[src/include/ssse_map.vh]
// ssse_map.vh: opcode codes, flag bit positions and reset values for the execution block
// assumes inclusion by bare name from rtl files
`ifndef SSSE_MAP_VH
`define SSSE_MAP_VH
`define SSSE_OP_NOP 3'h0
`define SSSE_OP_SUB_IMM 3'h1
`define SSSE_OP_SUB_MEM 3'h2
`define SSSE_OP_SUB_TO_MEM 3'h3
`define SSSE_OP_DEC_SKIP 3'h4
`define SSSE_OP_DEC_SKIP_WORK 3'h5
`define SSSE_OP_SET 3'h6
`define SSSE_FLG_CARRY 0
`define SSSE_FLG_HALF 1
`define SSSE_FLG_ZERO 2
`define SSSE_FLG_RANGE 3
`define SSSE_FLG_SEC 4
`define SSSE_FLG_CZERO 5
`define SSSE_FLAGS_RST 6'h00
`define SSSE_WORK_RST 8'h00
`define SSSE_ALL_ONES 8'hff
`endif

[src/rtl/ssse_sub_alu.v]
// ssse_sub_alu.v: combinational subtract-with-borrow unit; the decrement is done in the execution block
// assumes operands are stable for the cycle in which the result is used
`include "ssse_map.vh"
module ssse_sub_alu #(
   parameter W = 8
) (
   // operands
   input wire [W-1:0] minuend_i,
   input wire [W-1:0] subtrahend_i,
   input wire carry_i,
   // results
   output wire [W-1:0] diff_o,
   output wire carry_o,
   output wire half_carry_o,
   output wire overflow_o,
   output wire zero_o
);
   wire [W:0] full;
   wire [4:0] low;
   // carry is an inverted borrow: subtract the complement of carry in
   assign full = {1'b0, minuend_i} - {1'b0, subtrahend_i} - {{W{1'b0}}, ~carry_i};
   assign low = {1'b0, minuend_i[3:0]} - {1'b0, subtrahend_i[3:0]} - {4'h0, ~carry_i};
   assign diff_o = full[W-1:0];
   assign carry_o = ~full[W];
   assign half_carry_o = ~low[4];
   assign overflow_o = (minuend_i[W-1] ^ subtrahend_i[W-1]) & (minuend_i[W-1] ^ full[W-1]);
   assign zero_o = (full[W-1:0] == {W{1'b0}});
endmodule

[src/rtl/ssse_exec.v]
// ssse_exec.v: executes subtract-with-borrow, decrement-and-skip and set-memory instructions
// assumes the decoder presents one instruction with valid for one cycle, memory read data
// for the addressed byte is already on mem_rdata_i, and the write is done by mem_we_o
`include "ssse_map.vh"
// Operation
// - immediate subtract-with-borrow: working minus immediate minus not-carry into working.
// - after subtract, carry cleared if difference negative, set if zero or positive.
// - subtract variants update range, zero, half, carry, secondary and carry-zero flags.
// - memory-destination subtract stores difference into memory, working register unchanged.
// - decrement-skip writes byte minus one to memory; skip when zero; flags kept.
// - a skip inserts one dummy cycle, giving two machine cycles in total.
// - nonzero decrement result continues with the following instruction, no skip.
// - decrement-skip to working puts byte minus one in working, memory kept.
// - set-memory writes all ones into the addressed memory byte.
module ssse_exec #(
   parameter W = 8
) (
   // clock and reset
   input wire core_clk_i,
   input wire rst_n_i,
   // instruction from decoder
   input wire instr_valid_i,
   input wire [2:0] opcode_i,
   input wire [W-1:0] imm_i,
   // data memory
   input wire [W-1:0] mem_rdata_i,
   output reg mem_we_o,
   output reg [W-1:0] mem_wdata_o,
   // core state
   output reg [W-1:0] working_register_o,
   output reg range_exceeded_flag_o,
   output reg zero_flag_o,
   output reg half_carry_flag_o,
   output reg carry_flag_o,
   output reg secondary_carry_flag_o,
   output reg carry_zero_flag_o,
   // pipeline control
   output reg skip_o,
   output reg busy_o
);
   // skip sequencer: one dummy cycle follows a taken skip
   localparam SSSE_ST_RUN = 1'b0;
   localparam SSSE_ST_DUMMY = 1'b1;

   // sequencer state and next values
   reg state_q;
   reg state_d;
   reg [W-1:0] sub_b;
   reg [W-1:0] work_d;
   reg [W-1:0] wdata_d;
   reg [5:0] flags_d;
   reg we_d;
   reg skip_d;

   // arithmetic results
   wire [5:0] flags_q;
   wire [W-1:0] diff;
   wire c_out;
   wire half_out;
   wire range_out;
   wire z_out;
   wire [W-1:0] dec_val;
   wire dec_zero;
   wire exec_ok;

   // subtract-with-borrow family, all three forms
   function ssse_is_sub;
      input [2:0] op;
      begin
         case (op)
            `SSSE_OP_SUB_IMM: ssse_is_sub = 1'b1;
            `SSSE_OP_SUB_MEM: ssse_is_sub = 1'b1;
            `SSSE_OP_SUB_TO_MEM: ssse_is_sub = 1'b1;
            default: ssse_is_sub = 1'b0;
         endcase
      end
   endfunction

   // decrement-and-skip family, both destinations
   function ssse_is_dec;
      input [2:0] op;
      begin
         case (op)
            `SSSE_OP_DEC_SKIP: ssse_is_dec = 1'b1;
            `SSSE_OP_DEC_SKIP_WORK: ssse_is_dec = 1'b1;
            default: ssse_is_dec = 1'b0;
         endcase
      end
   endfunction

   // operations whose result goes back to the addressed byte
   function ssse_writes_mem;
      input [2:0] op;
      begin
         case (op)
            `SSSE_OP_SUB_TO_MEM: ssse_writes_mem = 1'b1;
            `SSSE_OP_DEC_SKIP: ssse_writes_mem = 1'b1;
            `SSSE_OP_SET: ssse_writes_mem = 1'b1;
            default: ssse_writes_mem = 1'b0;
         endcase
      end
   endfunction

   // only the immediate form takes its subtrahend from the instruction
   function ssse_uses_imm;
      input [2:0] op;
      begin
         case (op)
            `SSSE_OP_SUB_IMM: ssse_uses_imm = 1'b1;
            default: ssse_uses_imm = 1'b0;
         endcase
      end
   endfunction

   function ssse_is_zero;
      input [W-1:0] v;
      begin
         ssse_is_zero = (v == {W{1'b0}});
      end
   endfunction

   ssse_sub_alu #(.W(W)) u_alu (
      .minuend_i(working_register_o),
      .subtrahend_i(sub_b),
      .carry_i(carry_flag_o),
      .diff_o(diff),
      .carry_o(c_out),
      .half_carry_o(half_out),
      .overflow_o(range_out),
      .zero_o(z_out)
   );

   assign flags_q = {carry_zero_flag_o, secondary_carry_flag_o, range_exceeded_flag_o,
      zero_flag_o, half_carry_flag_o, carry_flag_o};
   assign dec_val = mem_rdata_i - {{(W-1){1'b0}}, 1'b1};
   assign dec_zero = ssse_is_zero(dec_val);
   // the instruction arriving during the dummy cycle is discarded
   assign exec_ok = instr_valid_i & (state_q == SSSE_ST_RUN);

   always @* begin
      sub_b = mem_rdata_i;
      if (ssse_uses_imm(opcode_i)) begin
         sub_b = imm_i;
      end
   end

   // next values; working, write data and flags keep their value unless named below, write enable and skip default to zero
   always @* begin
      work_d = working_register_o;
      wdata_d = mem_wdata_o;
      flags_d = flags_q;
      we_d = 1'b0;
      skip_d = 1'b0;
      if (exec_ok) begin
         we_d = ssse_writes_mem(opcode_i);
         if (ssse_is_sub(opcode_i)) begin
            flags_d[`SSSE_FLG_RANGE] = range_out;
            flags_d[`SSSE_FLG_ZERO] = z_out;
            flags_d[`SSSE_FLG_HALF] = half_out;
            flags_d[`SSSE_FLG_CARRY] = c_out;
            flags_d[`SSSE_FLG_SEC] = ~range_out ^ c_out;
            // carry-zero is set only if this step and the previous zero flag were both zero
            flags_d[`SSSE_FLG_CZERO] = z_out & zero_flag_o;
         end
         if (ssse_is_dec(opcode_i)) begin
            skip_d = dec_zero;
         end
         case (opcode_i)
            `SSSE_OP_SUB_IMM, `SSSE_OP_SUB_MEM: begin
               work_d = diff;
            end
            `SSSE_OP_SUB_TO_MEM: begin
               wdata_d = diff;
            end
            `SSSE_OP_DEC_SKIP: begin
               wdata_d = dec_val;
            end
            `SSSE_OP_DEC_SKIP_WORK: begin
               work_d = dec_val;
            end
            `SSSE_OP_SET: begin
               wdata_d = `SSSE_ALL_ONES;
            end
            default: work_d = working_register_o;
         endcase
      end
   end

   // sequencer: run, or the dummy cycle after a taken skip
   always @* begin
      case (state_q)
         SSSE_ST_RUN: begin
            state_d = skip_d ? SSSE_ST_DUMMY : SSSE_ST_RUN;
         end
         SSSE_ST_DUMMY: state_d = SSSE_ST_RUN;
         default: state_d = SSSE_ST_RUN;
      endcase
   end

   // every output is taken straight from a flip-flop
   always @(posedge core_clk_i) begin
      if (!rst_n_i) begin
         state_q <= SSSE_ST_RUN;
         working_register_o <= `SSSE_WORK_RST;
         {carry_zero_flag_o, secondary_carry_flag_o, range_exceeded_flag_o,
            zero_flag_o, half_carry_flag_o, carry_flag_o} <= `SSSE_FLAGS_RST;
         mem_we_o <= 1'b0;
         mem_wdata_o <= {W{1'b0}};
         skip_o <= 1'b0;
         busy_o <= 1'b0;
      end else begin
         state_q <= state_d;
         working_register_o <= work_d;
         {carry_zero_flag_o, secondary_carry_flag_o, range_exceeded_flag_o,
            zero_flag_o, half_carry_flag_o, carry_flag_o} <= flags_d;
         mem_we_o <= we_d;
         mem_wdata_o <= wdata_d;
         skip_o <= skip_d;
         // the dummy cycle is marked for exactly as long as the skip pulse
         busy_o <= skip_d;
      end
   end
endmodule

[config.mk]
export PLATFORM = sky130hd
export DESIGN_NAME = ssse_exec
export DESIGN_NICKNAME = d
export VERILOG_FILES = /design/src/rtl/ssse_sub_alu.v /design/src/rtl/ssse_exec.v
export VERILOG_INCLUDE_DIRS = /design/src /design/src/include
export SDC_FILE = /design/constraint.sdc
export NUM_CORES = 1
export LEC_CHECK = 0
export ABC_AREA = 1
export BUFFER_PORTS_ARGS = -buffer_cell sky130_fd_sc_hd__buf_2
export CAP_MARGIN = 0
export CORE_UTILIZATION = 52
export DETAILED_ROUTE_END_ITERATION = 6
export PLACE_DENSITY_LB_ADDON = 0.15
export SYNTH_ARGS = -nofsm -noshare
export SYNTH_HDL_FRONTEND = slang
export SYNTH_HIERARCHICAL = 1
export SYNTH_SLANG_ARGS = --single-unit
[constraint.sdc]
create_clock -name core_clk_i -period 7.4 [get_ports core_clk_i]
set_input_delay 1.48 -clock core_clk_i [delete_from_list [all_inputs] [get_ports core_clk_i]]
set_output_delay 1.48 -clock core_clk_i [all_outputs]
set_load 0.01 [all_outputs]
==> results of run 1 <==
==> registers in the layout (all words and copies together) (netlist names) <==
register,flops
working_register_o,8
zero_flag_o,1
carry_flag_o,1
state_q,1
secondary_carry_flag_o,1
half_carry_flag_o,1
mem_we_o,1
range_exceeded_flag_o,1
mem_wdata_o,8
carry_zero_flag_o,1
busy_o,1
==> report_power, final <==
group	internal [mW]	switching [mW]	total, mW
Clock	0.0385	0.0426	0.0811
Combinational	0.0760	0.124	0.200
Sequential	0.143	0.00585	0.149
Total	0.258	0.173	0.431
==> logic make-up (layout without fill, tap and decap cells) <==
logic type | Yosys count | count (layout) | synth area share
xor gates and xnor gates | 5 | 5 | 0.0205
and+or+nand+nor | 170 | 170 | 0.364
AOI/OAI and AO/OA | 53 | 53 | 0.132
adders and majority gates | 18 | 18 | 0.112
buffers and inverters | 72 | 118 | 0.137
DFF | 25 | 25 | 0.234
==> layer usage <==
layer	vias up	GRT usage
met1	933	0.329
met3	6	0.0362
met2	61	0.423
met4	0	0.0638
met5	-	0
li1	1165	-
==> worst max-delay path, stage by stage <==
cell and delay, ns:
buf_2 0.13, inv_1 0.17, nand3_1 0.43, nor2_1 0.21, a21oi_1 0.08, fa_1 0.40
inv_1 0.09, fa_1 0.47, nand3b_1 0.19, nor2_1 0.09, nand2_1 0.05, nor2_1 0.10
nand2_1 0.08, nor2_1 0.17, nand3_1 0.10, a21oi_1 0.12
==> final timing paths <==
kind,from,end,slack (ns)
worst max-delay path,opcode_i[2],carry_zero_flag_o,3.23
worst min register to register,carry_zero_flag_o,carry_zero_flag_o,0.47
worst min-delay path,carry_zero_flag_o,carry_zero_flag_o,0.47
worst max register to register,working_register_o[0],carry_zero_flag_o,5.02
==> placed cells by master (no fill, tap or decap) <==
master / instances
nand2_8: 1
o21ai_1: 1
o21ai_0: 18
clkbuf_1: 1
o21a_1: 1
a21oi_2: 1
inv_1: 64
nand2_4: 2
nand3_2: 1
or2_2: 3
nand3b_1: 5
a21oi_1: 28
clkinv_4: 1
inv_2: 3
nor2_4: 2
nor2_2: 2
o211a_1: 1
ha_1: 16
xor2_1: 5
o22ai_1: 1
nand4_1: 3
nand3_1: 19
nand2_1: 80
fa_1: 2
clkbuf_8: 3
buf_2: 46
dfxtp_1: 25
nand2_2: 8
o211ai_1: 2
nor2_1: 43
nor3b_1: 1
==> final cells by class <==
cell class                      count  area [sq um]
Clock buffer                        4          45.0
Fill cell                         369          1360
Tap cell                           48          60.1
Timing Repair Buffer               46           230
Sequential cell                    25           500
Multi-Input combinational cell    246          1340
Inverter                           68           260
==> flow_metrics.py, run 1 <==
metrics = {
    "run_status": {
        "outcome": "finished, final reports clean",
    },
    "route": {
        "via_count": 2165,
        "via_per_inst": 4.95,
        "first_iter_violations": 141,
        "ant_nets": 0,
        "routed.top_layer": "met4",
        "wl_met3_um": 219,
        "met2WireLength_mm": 2.29,
        "drc": 0,
        "drtPass1Iterations": 4,
        "met1_length_mm": 2.37,
        "wirelength_mm": 4.94,
        "wl_per_cell_um": 11.3,
    },
    "setup_path": {
        "r2r_cells": 12,
        "critPathKind": "primary input to register",
        "arrival_ns": 4.37,
        "path_max_fanout": 16,
        "worstSetupEndpointType": "register",
        "cp_data_required_time_ns": 7.60,
        "critPathLaunchType": "primary input",
    },
    "sta": {
        "slew_headroom": 0.642,
        "max_freq_mhz": 240,
        "finalHoldViolCount": 0,
        "slew_viol_final": 0,
        "worstMarginPinSlew_ns": 0.536,
        "setup_slack_ns": 3.23,
        "finalSetupTns_ns": 0,
        "whs_ns": 0.467,
        "finalCritPeriodShare": 0.563,
        "fin_crit_ns": 4.17,
        "rsz0062_at_grt": "false",
        "setup_viol": 0,
        "clock_skew_ns": 0.00420,
    },
    "cts": {
        "ctsLongestPathBuffers": 2,
        "postCtsResizedCells": 0,
        "cts_hold_buf": 0,
        "root_buffer": "clkbuf_8",
        "htree_levels": 1,
        "cts.sinks": 25,
        "clkTransAtPathRegs_ns": 0.08,
        "cts_tree": "built",
        "numCtsBuffers": 3,
        "clock_latency_ns": 0.27,
        "post_cts_buffers": 0,
    },
    "global_routing": {
        "grt_max_degree": 24,
        "first_global_vias": 1977,
        "grt_pass1_wl_mm": 8.47,
        "antenna_found_initial": 0,
        "overflow": 0,
        "grt_use_total": 0.250,
    },
    "yosys": {
        "yosysSeqAreaShare": 0.234,
        "yosys_warnings": 6,
        "synth_edf_count": 0,
        "syn-num-nets": 383,
        "yosysTopAreaCellShare": 0.234,
        "ys.flop_type": "dfxtp_1",
        "yosysMostFrequentCell": "nand2_1",
        "syn_area_per_cell_sq_um": 6.23,
        "async_flop_share": 0,
        "ys_top_cells_by_area": "dfxtp_1, nand2_1, inv_1",
        "yosys.cell_types.count": 31,
        "syn_area_sq_mm": 0.00214,
        "syn_inst": 343,
        "synth_area_leader_cell": "dfxtp_1",
        "ys_ff_latch": 25,
        "yosys-top-cells-count": "nand2_1, inv_1, nor2_1",
    },
    "power": {
        "peakVddDrop_mv": 0.0909,
        "p_leak_nw": 1.38,
        "power_mw": 0.431,
        "power_density_mw_per_mm2": 177,
    },
    "floorplanning": {
        "fp.dieW_um": 66.1,
        "dieArea_sq_mm": 0.00437,
        "die_y_um": 66.1,
        "rows": 22,
        "start_util": 0.563,
        "fp.coreArea_sq_mm": 0.00380,
        "top_level_ports": 47,
    },
    "worst_hold_path": {
        "holdPathStages": 2,
        "hold_class": "register to register",
    },
    "placement": {
        "gp_congestion": 0.884,
        "dp_hpwl_mm": 4.10,
        "dp_slack_ns": 2.99,
        "io_buffers": 46,
        "placed_cells": 433,
        "placedInstanceArea_sq_mm": 0.00239,
    },
    "finish": {
        "utilization": 0.642,
        "stdcell_count": 437,
        "area_growth_pct": 14.2,
        "layout.nets": 430,
        "antenna_cells": 0,
        "drive_gt1_frac": 0.188,
        "design_area_sq_mm": 0.00244,
    },
    "flow_run": {
        "maxCapViolCount": 0,
    },
}
(Power assumes the default switching activity.)
==> run 2, diff against run 1 <==
--- a/config.mk
+++ b/config.mk
@@ -9,7 +9,7 @@
 export ABC_AREA = 1
 export BUFFER_PORTS_ARGS = -buffer_cell sky130_fd_sc_hd__buf_2
 export CAP_MARGIN = 0
-export CORE_UTILIZATION = 52
+export CORE_UTILIZATION = 49
 export DETAILED_ROUTE_END_ITERATION = 6
 export PLACE_DENSITY_LB_ADDON = 0.15
 export SYNTH_ARGS = -nofsm -noshare
==> constraint.sdc (replaced) <==
create_clock -name core_clk_i -period 3.58 [get_ports core_clk_i]
set_input_delay 0.716 -clock core_clk_i [delete_from_list [all_inputs] [get_ports core_clk_i]]
set_output_delay 0.716 -clock core_clk_i [all_outputs]
set_load 0.01 [all_outputs]
==> run 2 against run 1 <==
Register-to-register slack lost 3.8 ns. Setup slack lost 2.8 ns. Flip-flop and latch count is the same. Sequential share of layout area shrank 0.094 points. Count of clock-buffer cells in the layout shrank 1. Die area grew 5.9%. Largest cell class unchanged. Global-route usage shrank 1.2 points. Utilization shrank 4.2 points.
==> flow_metrics.py, run 2 (synthesized netlist as in run 1, its figures left out) <==
metrics = {
    "route": {
        "via_count": 2157,
        "drc": 0,
        "wirelength_mm": 5.16,
        "wl_per_cell_um": 11.7,
        "via_per_inst": 4.90,
        "first_iter_violations": 131,
        "ant_nets": 0,
        "drtPass1Iterations": 4,
    },
    "power": {
        "power_density_mw_per_mm2": 369,
        "p_leak_nw": 1.39,
        "power_mw": 0.903,
        "peakVddDrop_mv": 0.185,
    },
    "cts": {
        "root_buffer": "clkbuf_8",
        "post_cts_buffers": 0,
        "clock_latency_ns": 0.28,
        "htree_levels": 1,
        "postCtsResizedCells": 0,
        "cts.sinks": 25,
        "cts_tree": "built",
        "ctsLongestPathBuffers": 2,
        "cts_hold_buf": 0,
        "numCtsBuffers": 3,
        "clkTransAtPathRegs_ns": 0.09,
    },
    "sta": {
        "fin_crit_ns": 3.10,
        "whs_ns": 0.483,
        "slew_viol_final": 0,
        "finalCritPeriodShare": 0.867,
        "max_freq_mhz": 322,
        "rsz0062_at_grt": "false",
        "worstMarginPinSlew_ns": 0.378,
        "finalSetupTns_ns": 0,
        "clock_skew_ns": 0.00422,
        "finalHoldViolCount": 0,
        "setup_viol": 0,
        "slew_headroom": 0.748,
    },
    "finish": {
        "final_common_cell": "nand2_1",
        "layout.nets": 431,
        "stdcell_count": 440,
        "multiInputGateArea_sq_mm": 0.00134,
        "drive_gt1_frac": 0.192,
        "n_fill_cell": 419,
        "final_cell_mix": "nand2_1, inv_1, buf_2",
        "top_regs": "mem_wdata_o: 8 flops, working_register_o: 8 flops",
        "antenna_cells": 0,
        "final-seq-area_sq_um": 500,
        "area_growth_pct": 14.7,
    },
    "global_routing": {
        "first_global_vias": 1875,
        "grt_max_degree": 24,
        "grt_pass1_wl_mm": 8.31,
        "grt_use_total": 0.238,
        "antenna_found_initial": 0,
        "overflow": 0,
    },
    "floorplanning": {
        "rows": 23,
        "die_y_um": 68.0,
        "fp.coreArea_sq_mm": 0.00409,
        "fp.dieW_um": 68.0,
        "start_util": 0.523,
        "dieArea_sq_mm": 0.00463,
        "top_level_ports": 47,
    },
    "setup_path": {
        "cp_data_required_time_ns": 3.79,
        "arrival_ns": 3.31,
        "path_max_fanout": 16,
        "worstSetupEndpointType": "register",
        "critPathKind": "primary input to register",
        "critPathLaunchType": "primary input",
    },
    "placement": {
        "dp_hpwl_mm": 4.28,
        "gp_congestion": 0.960,
        "placed_cells": 436,
        "io_buffers": 46,
    },
    "worst_hold_path": {
        "hold_class": "register to register",
    },
    "flow_run": {
        "maxCapViolCount": 0,
    },
    "run_status": {
        "outcome": "finished, final reports clean",
    },
}
[run 2: final timing paths]
check,from,end,slack (ns),depth (start not counted)
setup reg to reg,working_register_o[0],carry_zero_flag_o,1.19,12
hold / removal,mem_wdata_o[1],mem_wdata_o[1],0.48,2
setup / recovery,opcode_i[2],carry_zero_flag_o,0.48,17
hold reg to reg,mem_wdata_o[1],mem_wdata_o[1],0.48,2
[run 2: layout make-up]
cell class	count	area share
multi-input combinational	246	0.548
sequential	25	0.204
inverter	68	0.106
timing repair buffer	47	0.0970
tap	50	0.0255
clock buffer	3	0.0168
clock inverter	1	0.00204
[run 2: where the power goes]
group	total [mW]	switching, mW	internal (mW)
clock network	0.179	0.101	0.0783
logic	0.416	0.258	0.158
registers	0.308	0.0116	0.297
total	0.903	0.371	0.533
[run 2: metrics by stage]
| stage | util | area (sq um) | worst slack [ns] |
|---|---|---|---|
| 2_1_floorplan | - | 2140 | 0.455 |
| 3_3_place_gp | 0.588 | 2400 | 0.218 |
| 3_5_place_dp | 0.588 | 2400 | 0.195 |
| 4_1_cts | 0.600 | 2450 | 0.476 |
| 5_1_grt | 0.600 | 2450 | 0.135 |
| 6_report | 0.600 | 2450 | 0.476 |
[run 2: metal layers]
metal | part of all wire | GRT usage | routed length (um) | vias to the layer above
met5 | 0 | 0 | 0 | -
met4 | 0.019 | 0.0729 | 96 | 0
met3 | 0.047 | 0.0333 | 242 | 11
met2 | 0.45 | 0.392 | 2330 | 56
met1 | 0.48 | 0.317 | 2480 | 929
li1 | - | - | - | 1161
[run 2: worst max-delay path, cell delays in order]
cell	delay [ns]
buf_2	0.12
inv_1	0.17
nand3_1	0.11
buf_4	0.19
nor2_1	0.09
a21oi_1	0.06
fa_1	0.38
inv_1	0.09
fa_1	0.46
nand3b_1	0.19
nor2_1	0.09
nand2_1	0.05
nor2_1	0.08
nand2_1	0.06
nor2_1	0.19
nand3_1	0.11
a21oi_1	0.15
